## src/rtl/pxs_pkg.sv

```systemverilog
// Shared constants for the pixel statistics and video init register group
package pxs_pkg;

  // ************************************************************
  // Bus shape
  // ************************************************************
  localparam int ADDR_W   = 22;
  localparam int SWAP_BIT = 21;

  // ************************************************************
  // Register offsets (byte address bits 7:0)
  // ************************************************************
  localparam logic [7:0] OFF_ALPHA_FAIL = 8'h00;
  localparam logic [7:0] OFF_DRAWN      = 8'h04;
  localparam logic [7:0] OFF_NOP_CMD    = 8'h08;
  localparam logic [7:0] OFF_FOG_BASE   = 8'h40;
  localparam logic [7:0] OFF_FOG_LAST   = 8'hBC;
  localparam logic [7:0] OFF_VPOS       = 8'hC0;
  localparam logic [7:0] OFF_HSYNC      = 8'hC4;
  localparam logic [7:0] OFF_VSYNC      = 8'hC8;
  localparam logic [7:0] OFF_PORCH      = 8'hCC;
  localparam logic [7:0] OFF_SIZE       = 8'hD0;
  localparam logic [7:0] OFF_INIT0      = 8'hD4;
  localparam logic [7:0] OFF_INIT1      = 8'hD8;
  localparam logic [7:0] OFF_HOST_STAT  = 8'hFC;

  // ************************************************************
  // Field layouts, masks and reset values
  // ************************************************************
  localparam int CNT_W       = 24;
  localparam int FOG_WORDS   = 32;
  localparam int VPOS_W      = 12;
  localparam logic [31:0] HSYNC_MASK = 32'h03FF00FF;
  localparam logic [31:0] VSYNC_MASK = 32'h0FFF0FFF;
  localparam logic [31:0] PORCH_MASK = 32'h00FF00FF;
  localparam logic [31:0] SIZE_MASK  = 32'h03FF03FF;
  localparam logic [31:0] TIMING_RST = 32'h00000000;
  localparam logic [31:0] INIT0_MASK = 32'h7FFFFFDF;
  localparam logic [31:0] INIT0_RST  = 32'h00000410;
  localparam logic [31:0] INIT1_MASK = 32'h7EFFFFFA;
  localparam logic [31:0] INIT1_RST  = 32'h00201102;
  localparam int I0_VGA       = 0;
  localparam int I0_GFX_RST   = 1;
  localparam int I0_FIFO_RST  = 2;
  localparam int I0_SWAP      = 3;
  localparam int I0_STALL     = 4;
  localparam int I0_LWM_LO    = 6;
  localparam int I0_LFB_MEM   = 11;
  localparam int I0_TEX_MEM   = 12;
  localparam int I0_MEM_EN    = 13;
  localparam int I0_HWM_LO    = 14;
  localparam int I0_BURST_LO  = 25;
  localparam int I1_FUNC_NUM  = 0;
  localparam int I1_WAIT      = 1;
  localparam int I1_TWO_CHIP  = 2;
  localparam int I1_LFB_RD    = 3;
  localparam int I1_VID_RST   = 8;
  localparam int I1_SYNC_OVR  = 9;
  localparam int I1_HSYNC_VAL = 10;
  localparam int I1_VSYNC_VAL = 11;
  localparam int I1_BLANK     = 12;
  localparam int I1_DRV_DATA  = 13;
  localparam int I1_DRV_BLANK = 14;
  localparam int I1_DRV_SYNC  = 15;
  localparam int I1_DRV_DCLK  = 16;
  localparam logic [7:0] FOG_DELTA_MAX = 8'h3F;
  localparam logic [8:0] FOG_SUM_MAX   = 9'h0FF;

endpackage

```

## src/rtl/pxs_bus_if.sv

```systemverilog
// Register bus between the host controller and the register group
`timescale 1ns/100ps
`default_nettype none
interface pxs_bus_if;
  logic [pxs_pkg::ADDR_W-1:0] addr;
  logic [31:0]                wdata;
  logic                       wr;
  logic                       rd;
  logic [31:0]                rdata;

  modport device (input addr, input wdata, input wr, input rd, output rdata);
  modport host   (output addr, output wdata, output wr, output rd, input rdata);
endinterface
`default_nettype wire

```

## src/rtl/pxs_regs.sv

```systemverilog
// Device end: statistics counters, fog table, video timing and init registers
//
// Our own choices: the address-and-strobe port and the register addresses.
`timescale 1ns/100ps
`default_nettype none
module pxs_regs
  import pxs_pkg::*;
(
  input  wire logic                     clk,
  input  wire logic                     nrst,
  pxs_bus_if.device                     bus,
  input  wire logic                     init_write_enable,
  input  wire logic                     alpha_fail_pulse,
  input  wire logic                     pixel_drawn_pulse,
  input  wire logic [pxs_pkg::VPOS_W-1:0] vsync_off_count,
  input  wire logic [5:0]               fog_index,
  input  wire logic                     strap_vga_pin,
  input  wire logic                     strap_func_pin,
  input  wire logic                     strap_two_chip_pin,
  input  wire logic                     hsync_gen,
  input  wire logic                     vsync_gen,
  input  wire logic                     blank_gen,
  input  wire logic [23:0]              video_data_gen,
  input  wire logic                     dclk_gen,
  output var  logic [7:0]               fog_factor,
  output var  logic [7:0]               fog_delta,
  output var  logic [31:0]              horiz_sync_timing,
  output var  logic [31:0]              vert_sync_timing,
  output var  logic [31:0]              porch_timing,
  output var  logic [31:0]              active_size,
  output var  logic [31:0]              init_fifo_control,
  output var  logic [31:0]              init_bus_video_control,
  output var  logic                     video_timing_reset,
  output var  logic [23:0]              video_data_out,
  output var  logic                     video_data_oe,
  output var  logic                     blank_out,
  output var  logic                     blank_oe,
  output var  logic                     hsync_out,
  output var  logic                     vsync_out,
  output var  logic                     sync_oe,
  output var  logic                     dclk_out,
  output var  logic                     dclk_oe
);
  import pxs_pkg::*;

  // ************************************************************
  // Strap synchronisers
  // ************************************************************
  logic [2:0] strap_s1;
  logic [2:0] strap_s2;
  logic [2:0] strap_s3;
  logic [2:0] strap_now;
  logic       func_num;
  logic       two_chip;

  always_ff @(posedge clk)
  begin
    strap_s1 <= {strap_two_chip_pin, strap_func_pin, strap_vga_pin};
    strap_s2 <= strap_s1;
    strap_s3 <= strap_s2;
  end

  // A strap counts once stages two and three agree
  // Not reset, so the pins are already settled when reset latches them
  always_ff @(posedge clk)
  begin
    for (int i = 0; i < 3; i++)
      if (strap_s2[i] == strap_s3[i])
        strap_now[i] <= strap_s3[i];
  end

  // Straps are latched while reset is held
  always_ff @(posedge clk)
  begin
    if (!nrst)
    begin
      func_num <= strap_now[1];
      two_chip <= strap_now[2];
    end
  end

  // ************************************************************
  // Write decode
  // ************************************************************
  logic [7:0]  off;
  logic [31:0] wd;
  logic        init_ok;
  logic        cnt_clear;

  assign off = bus.addr[7:0];
  assign wd  = (init_fifo_control[I0_SWAP] && bus.addr[SWAP_BIT])
             ? {bus.wdata[7:0], bus.wdata[15:8], bus.wdata[23:16], bus.wdata[31:24]}
             : bus.wdata;
  assign init_ok   = bus.wr && init_write_enable;
  assign cnt_clear = bus.wr && (off == OFF_NOP_CMD) && wd[0];

  // ************************************************************
  // Statistics counters
  // ************************************************************
  logic [CNT_W-1:0] alpha_fail_count;
  logic [CNT_W-1:0] drawn_pixel_count;

  // Clear and a same-cycle event leave a count of one
  always_ff @(posedge clk)
  begin
    if (!nrst)
      alpha_fail_count <= '0;
    else if (cnt_clear)
      alpha_fail_count <= {{(CNT_W-1){1'b0}}, alpha_fail_pulse};
    else if (alpha_fail_pulse)
      alpha_fail_count <= alpha_fail_count + 1'b1;
  end

  // Mask control bit 9 is deliberately not an input here
  always_ff @(posedge clk)
  begin
    if (!nrst)
      drawn_pixel_count <= '0;
    else if (cnt_clear)
      drawn_pixel_count <= {{(CNT_W-1){1'b0}}, pixel_drawn_pulse};
    else if (pixel_drawn_pulse)
      drawn_pixel_count <= drawn_pixel_count + 1'b1;
  end

  // ************************************************************
  // Fog table
  // ************************************************************
  logic [31:0] fog_mem [0:FOG_WORDS-1];
  logic [31:0] fog_word;
  logic [7:0]  fog_rel;

  // Word index counts from the table base, not from address zero
  assign fog_rel = off - OFF_FOG_BASE;

  always_ff @(posedge clk)
  begin
    if (bus.wr && off >= OFF_FOG_BASE && off <= OFF_FOG_LAST)
      fog_mem[fog_rel[6:2]] <= wd;
  end

  // Even entry in the low half, odd entry in the high half
  assign fog_word = fog_mem[fog_index[5:1]];

  always_ff @(posedge clk)
  begin
    if (!nrst)
    begin
      fog_factor <= 8'h00;
      fog_delta  <= 8'h00;
    end
    else
    begin
      fog_factor <= fog_index[0] ? fog_word[31:24] : fog_word[15:8];
      fog_delta  <= fog_index[0] ? fog_word[23:16] : fog_word[7:0];
    end
  end

  // ************************************************************
  // Video timing registers
  // ************************************************************
  always_ff @(posedge clk)
  begin
    if (!nrst)
    begin
      horiz_sync_timing <= TIMING_RST;
      vert_sync_timing  <= TIMING_RST;
      porch_timing      <= TIMING_RST;
      active_size       <= TIMING_RST;
    end
    else if (bus.wr)
    begin
      if (off == OFF_HSYNC)
        horiz_sync_timing <= wd & HSYNC_MASK;
      if (off == OFF_VSYNC)
        vert_sync_timing <= wd & VSYNC_MASK;
      if (off == OFF_PORCH)
        porch_timing <= wd & PORCH_MASK;
      if (off == OFF_SIZE)
        active_size <= wd & SIZE_MASK;
    end
  end

  // ************************************************************
  // Initialization registers
  // ************************************************************
  // Written straight into the register, no queueing behind the FIFO
  always_ff @(posedge clk)
  begin
    if (!nrst)
      init_fifo_control <= INIT0_RST | {31'h0, strap_now[0]};
    else if (init_ok && off == OFF_INIT0)
      init_fifo_control <= wd & INIT0_MASK;
  end

  always_ff @(posedge clk)
  begin
    if (!nrst)
      init_bus_video_control <= INIT1_RST;
    else if (init_ok && off == OFF_INIT1)
      init_bus_video_control <= wd & INIT1_MASK;
  end

  // ************************************************************
  // Video output stage
  // ************************************************************
  always_ff @(posedge clk)
  begin
    if (!nrst)
    begin
      video_timing_reset <= 1'b1;
      hsync_out          <= 1'b0;
      vsync_out          <= 1'b0;
      blank_out          <= 1'b1;
      video_data_out     <= 24'h000000;
      dclk_out           <= 1'b0;
      video_data_oe      <= 1'b0;
      blank_oe           <= 1'b0;
      sync_oe            <= 1'b0;
      dclk_oe            <= 1'b0;
    end
    else
    begin
      video_timing_reset <= init_bus_video_control[I1_VID_RST];
      hsync_out <= init_bus_video_control[I1_SYNC_OVR]
                 ? init_bus_video_control[I1_HSYNC_VAL] : hsync_gen;
      vsync_out <= init_bus_video_control[I1_SYNC_OVR]
                 ? init_bus_video_control[I1_VSYNC_VAL] : vsync_gen;
      blank_out      <= init_bus_video_control[I1_BLANK] | blank_gen;
      video_data_out <= video_data_gen;
      dclk_out       <= dclk_gen;
      video_data_oe  <= init_bus_video_control[I1_DRV_DATA];
      blank_oe       <= init_bus_video_control[I1_DRV_BLANK];
      sync_oe        <= init_bus_video_control[I1_DRV_SYNC];
      dclk_oe        <= init_bus_video_control[I1_DRV_DCLK];
    end
  end

  // ************************************************************
  // Read mux, answered in the strobe cycle
  // ************************************************************
  always_comb
  begin
    bus.rdata = 32'h00000000;
    if (bus.rd)
    begin
      case (off)
        OFF_ALPHA_FAIL: bus.rdata = {8'h00, alpha_fail_count};
        OFF_DRAWN:      bus.rdata = {8'h00, drawn_pixel_count};
        OFF_VPOS:       bus.rdata = {20'h00000, vsync_off_count};
        OFF_HSYNC:      bus.rdata = horiz_sync_timing;
        OFF_VSYNC:      bus.rdata = vert_sync_timing;
        OFF_PORCH:      bus.rdata = porch_timing;
        OFF_SIZE:       bus.rdata = active_size;
        OFF_INIT0:      bus.rdata = init_fifo_control;
        OFF_INIT1:      bus.rdata = init_bus_video_control
                                  | ({31'h0, func_num} << I1_FUNC_NUM)
                                  | ({31'h0, two_chip} << I1_TWO_CHIP);
        default:        bus.rdata = 32'h00000000;
      endcase
    end
  end

endmodule // pxs_regs
`default_nettype wire

```

## src/flat_wrapper.sv

```systemverilog
// flat-port wrapper written by rule: the top's interface ports become plain ports
module pxs_regs_flat import pxs_pkg::*;
  (clk, nrst, init_write_enable, alpha_fail_pulse, pixel_drawn_pulse, vsync_off_count, fog_index, strap_vga_pin, strap_func_pin, strap_two_chip_pin, hsync_gen, vsync_gen, blank_gen, video_data_gen, dclk_gen, fog_factor, fog_delta, horiz_sync_timing, vert_sync_timing, porch_timing, active_size, init_fifo_control, init_bus_video_control, video_timing_reset, video_data_out, video_data_oe, blank_out, blank_oe, hsync_out, vsync_out, sync_oe, dclk_out, dclk_oe, bus_addr, bus_wdata, bus_wr, bus_rd, bus_rdata);
  pxs_bus_if bus_i ();
  input  wire logic clk;
  input  wire logic nrst;
  input  wire logic init_write_enable;
  input  wire logic alpha_fail_pulse;
  input  wire logic pixel_drawn_pulse;
  input  wire logic [pxs_pkg::VPOS_W-1:0] vsync_off_count;
  input  wire logic [5:0] fog_index;
  input  wire logic strap_vga_pin;
  input  wire logic strap_func_pin;
  input  wire logic strap_two_chip_pin;
  input  wire logic hsync_gen;
  input  wire logic vsync_gen;
  input  wire logic blank_gen;
  input  wire logic [23:0] video_data_gen;
  input  wire logic dclk_gen;
  output var  logic [7:0] fog_factor;
  output var  logic [7:0] fog_delta;
  output var  logic [31:0] horiz_sync_timing;
  output var  logic [31:0] vert_sync_timing;
  output var  logic [31:0] porch_timing;
  output var  logic [31:0] active_size;
  output var  logic [31:0] init_fifo_control;
  output var  logic [31:0] init_bus_video_control;
  output var  logic video_timing_reset;
  output var  logic [23:0] video_data_out;
  output var  logic video_data_oe;
  output var  logic blank_out;
  output var  logic blank_oe;
  output var  logic hsync_out;
  output var  logic vsync_out;
  output var  logic sync_oe;
  output var  logic dclk_out;
  output var  logic dclk_oe;
  input wire logic [$bits(bus_i.addr)-1:0] bus_addr;
  input wire logic [$bits(bus_i.wdata)-1:0] bus_wdata;
  input wire logic [$bits(bus_i.wr)-1:0] bus_wr;
  input wire logic [$bits(bus_i.rd)-1:0] bus_rd;
  output wire logic [$bits(bus_i.rdata)-1:0] bus_rdata;
  assign bus_i.addr = bus_addr;
  assign bus_i.wdata = bus_wdata;
  assign bus_i.wr = bus_wr;
  assign bus_i.rd = bus_rd;
  assign bus_rdata = bus_i.rdata;
  pxs_regs u_core (.clk(clk), .nrst(nrst), .bus(bus_i), .init_write_enable(init_write_enable), .alpha_fail_pulse(alpha_fail_pulse), .pixel_drawn_pulse(pixel_drawn_pulse), .vsync_off_count(vsync_off_count), .fog_index(fog_index), .strap_vga_pin(strap_vga_pin), .strap_func_pin(strap_func_pin), .strap_two_chip_pin(strap_two_chip_pin), .hsync_gen(hsync_gen), .vsync_gen(vsync_gen), .blank_gen(blank_gen), .video_data_gen(video_data_gen), .dclk_gen(dclk_gen), .fog_factor(fog_factor), .fog_delta(fog_delta), .horiz_sync_timing(horiz_sync_timing), .vert_sync_timing(vert_sync_timing), .porch_timing(porch_timing), .active_size(active_size), .init_fifo_control(init_fifo_control), .init_bus_video_control(init_bus_video_control), .video_timing_reset(video_timing_reset), .video_data_out(video_data_out), .video_data_oe(video_data_oe), .blank_out(blank_out), .blank_oe(blank_oe), .hsync_out(hsync_out), .vsync_out(vsync_out), .sync_oe(sync_oe), .dclk_out(dclk_out), .dclk_oe(dclk_oe));
endmodule
```

## config.mk

```make
export PLATFORM = sky130hd
export DESIGN_NAME = pxs_regs_flat
export DESIGN_NICKNAME = d
export VERILOG_FILES = /design/src/rtl/pxs_pkg.sv /design/src/rtl/pxs_bus_if.sv /design/src/rtl/pxs_regs.sv /design/src/flat_wrapper.sv
export SDC_FILE = /design/constraint.sdc
export NUM_CORES = 1
export LEC_CHECK = 0
export BUFFER_PORTS_ARGS = -buffer_cell sky130_fd_sc_hd__buf_2
export CAP_MARGIN = 20
export CORE_MARGIN = 2
export CORE_UTILIZATION = 33
export CTS_CLUSTER_SIZE = 16
export DETAILED_ROUTE_END_ITERATION = 16
export PLACE_DENSITY_LB_ADDON = 0.1
export RECOVER_POWER = 50
export SLEW_MARGIN = 10
export SYNTH_ARGS = -nofsm -noshare
export SYNTH_HDL_FRONTEND = slang
export SYNTH_SLANG_ARGS = --single-unit
```

## constraint.sdc

```tcl
create_clock -name clk -period 3.5 [get_ports clk]
set_input_delay 0.175 -clock clk [delete_from_list [all_inputs] [get_ports clk]]
set_output_delay 0.175 -clock clk [all_outputs]
set_load 0.1 [all_outputs]
```

==> impl_metrics.json <==
{
  "status": "complete, but fails checks",
  "failed_checks": "max-capacitance violations, max-slew violations",
  "syn-cell-area_um2": 49600,
  "critPathLaunchType": "input port",
  "cp_slowest_cell": "clkbuf_2",
  "viasPerCell": 5.26,
  "crit_type": "input port to flip-flop",
  "io_pins": 383,
  "synth.distinct_cells": 71,
  "rsz0062_at_grt": "no",
  "drc": 0,
  "pwr-share-seq_pct": 49.1,
  "nFillCells": 13674,
  "cts-buffers-inserted": 144,
  "clk_latency_ns": 0.78,
  "synth_area_leader_cell": "edfxtp_1",
  "cts_root_buf": "clkbuf_16",
  "p_clk_share_pct": 44.4,
  "crit_chain": "dlygate4sd3_1, clkbuf_1, a21boi_0, nand3b_1, clkbuf_1, nor2_4, clkbuf_2",
  "place_inst": 5100,
  "peakVddDrop_mv": 0.341,
  "stdcell_count": 5458,
  "rows": 142,
  "required_ns": 3.85,
  "drv_cap": 12,
  "switchingPower_mw": 7.66,
  "fin_crit_ns": 3.16,
  "yosysMostFrequentCell": "edfxtp_1",
  "fp.dieArea_um2": 153000,
  "slew_violations": 415,
  "via_count": 28690,
  "comb_power_share_pct": 6.5,
  "antenna_found_initial": 8,
  "die_h_um": 392,
  "antenna_left": 0,
  "cpPeakStageDelay_ns": 1.27,
  "grt_start_max_net_pins": 75,
  "synth_enable_flop_cells": 1030,
  "core_um2": 149000,
  "final-setup-viol-count": 0,
  "start_util_pct": 33.2,
  "skew_ns": 0.0318,
  "p_leak_nw": 19.4,
  "ctsResizeCount": 0,
  "synth-async-reset-ratio_pct": 0,
  "yosys_warnings": 0,
  "dp_hpwl_mm": 96.3,
  "synth_common_cells": "edfxtp_1, mux4_2, dfxtp_1",
  "critical_path.most_common_cell": "clkbuf_1",
  "grt_overflow": 0,
  "final_nets": 3440,
  "p_sw_share_pct": 22.8,
  "critPathArrivalTime_ns": 3.51,
  "grt_pass1_vias": 29629,
  "power_density_nw_per_um2": 561,
  "ctsHoldBuffers": 95,
  "hold_class": "input port to flip-flop",
  "fin_tns_setup_ns": 0,
  "cts_max_level": 4,
  "worstPathMaxFanout": 32,
  "slew_headroom_pct": -21.2,
  "critPathBufInv": 4,
  "seq_area_frac_synth_pct": 72.1,
  "synth_area_leaders": "edfxtp_1, mux4_2, dfxtp_1, a211oi_1, nor2_1",
  "cts_setup_buffers": 0,
  "clk_pin_slew_ns": 0.06,
  "drtIter0Drc": 2607,
  "synth_top_area_share_pct": 62.4,
  "yosys_register_bits": 1271,
  "end_kind": "flip-flop",
  "hold_violations": 0,
  "layout-drive-gt1-share_pct": 23.6,
  "portBuffers": 312,
  "place.gp.congestion": 0.848,
  "synthCells": 2772,
  "grt_pass1_wl_mm": 223,
  "p_int_mw": 25.9,
  "clockBufferDepth": 3,
  "tightest_slew_ns": 1.82,
  "wire_per_inst_um": 29.1,
  "cts_tree": "built",
  "fp.dieW_um": 392,
  "area_delta_synth_final_pct": 20.7,
  "fmax_ghz": 0.316,
  "groute.usage.overall_pct": 20.7,
  "route.final.wire_length_mm": 159,
  "cts.sinks": 1271,
  "finalCritPeriodShare_pct": 90.4,
  "power_mw": 33.6,
  "ys.flop_type": "edfxtp_1",
  "avgSynthCellArea_um2": 17.9,
  "crit_family": "buffers and inverters",
  "first_pass_iters": 7
}
-- worst paths after layout --
path,start,to,slack (ns),cells past startpoint
setup / recovery,bus_wr,u_core.fog_mem[29][29],0.34,7
hold reg to reg,u_core.strap_s1[1],u_core.strap_s2[1],0.33,0
hold / removal,bus_wdata[5],u_core.init_bus_video_control[29],0.05,4
setup reg to reg,u_core.init_fifo_control[3],u_core.fog_mem[11][13],0.43,6
-- power by group through the flow --
stage          Sequential [mW]  Combinational, mW  Clock, mW
5_1_grt                   16.5               2.30       15.8
4_1_cts                   16.5               2.23       15.3
3_5_place_dp              16.8               2.15          0
6_report                  16.5               2.18       14.9
3_3_place_gp              16.8               2.12          0
2_1_floorplan             17.1               1.20          0
-- metrics by stage --
stage | setup slack, ns | hold slack [ns] | instance area, um2 | util, %
2_1_floorplan | 0.0134 | 0.203 | 49800 | -
3_3_place_gp | 0.511 | 0.283 | 54800 | 36.7
3_5_place_dp | 0.507 | 0.279 | 54800 | 36.7
4_1_cts | 0.415 | 0.00836 | 60400 | 40.4
5_1_grt | 0.160 | 0.0154 | 59800 | 40.0
6_report | 0.337 | 0.0540 | 59800 | 40.0
-- sequential cells by signal, summed over array words and instances (netlist names), 3 cells and up --
register / cells
u_core.video_data_out: 24
u_core.init_bus_video_control: 28
u_core.fog_delta: 8
u_core.drawn_pixel_count: 24
u_core.porch_timing: 16
u_core.init_fifo_control: 30
u_core.active_size: 20
u_core.fog_factor: 8
u_core.strap_s2: 3
u_core.vert_sync_timing: 24
u_core.strap_s1: 3
u_core.horiz_sync_timing: 18
u_core.strap_s3: 3
u_core.strap_now: 3
u_core.fog_mem: 1024
u_core.alpha_fail_count: 24
-- worst min-delay path, delay by kind of cell --
family,cells,cell delay [ns]
AO/OA/AOI/OAI,1,0.21
multiplexers,1,0.07
buffers and inverters,2,0.30
-- metal layers --
layer | share of wire, % | GRT usage [%] | vias up
li1 | - | - | 12198
met1 | 43 | 28.5 | 15274
met3 | 5.6 | 3.41 | 227
met2 | 48 | 33.6 | 987
met4 | 2.5 | 5.90 | 4
met5 | 0.013 | 0 | -
-- placed cells by master (no fill, tap or decap), types with 11 or more instances in the layout --
cell type,n
a31oi_1,20
a222oi_1,32
nand2b_1,21
a22oi_1,54
inv_1,35
dlygate4sd3_1,95
o221ai_1,15
and2_0,14
a211oi_1,134
buf_2,104
and2_1,21
nand4_1,14
o22ai_1,32
nor3_1,11
xor2_1,26
nor4_1,14
nand2_1,43
clkinv_1,18
clkbuf_16,149
buf_4,121
clkbuf_1,240
nor2_4,25
xnor2_1,19
nor2_1,204
clkbuf_2,13
clkbuf_8,13
a21oi_1,27
mux4_2,261
mux2i_1,85
edfxtp_1,1030
dfxtp_1,241
conb_1,57
o21ai_0,19
nand3_1,21
buf_12,35
clkinv_2,22
-- cell type report --
class	count	area, um2	share of cell area [%]
Sequential cell	1271	35800	59.7
Multi-Input combinational cell	1291	12700	21.3
Timing Repair Buffer	584	4030	6.74
Clock buffer	198	4030	6.74
Tap cell	2016	2520	4.22
Clock inverter	61	642	1.07
Inverter	36	136	0.228
Antenna cell	1	2.50	0.00418
-- cell families after synthesis --
logic type      count (synthesis)  synth area share (%)
flops                        1271                  72.1
simple gates                  448                  4.34
compound gates                379                  5.68
mux                           360                  14.0
buf+inv                       266                  3.04
xor+xnor                       45                 0.795
fa+ha+maj                       2                0.0505
other cells                     1               0.00757
Power figures use the tool's default switching activity.
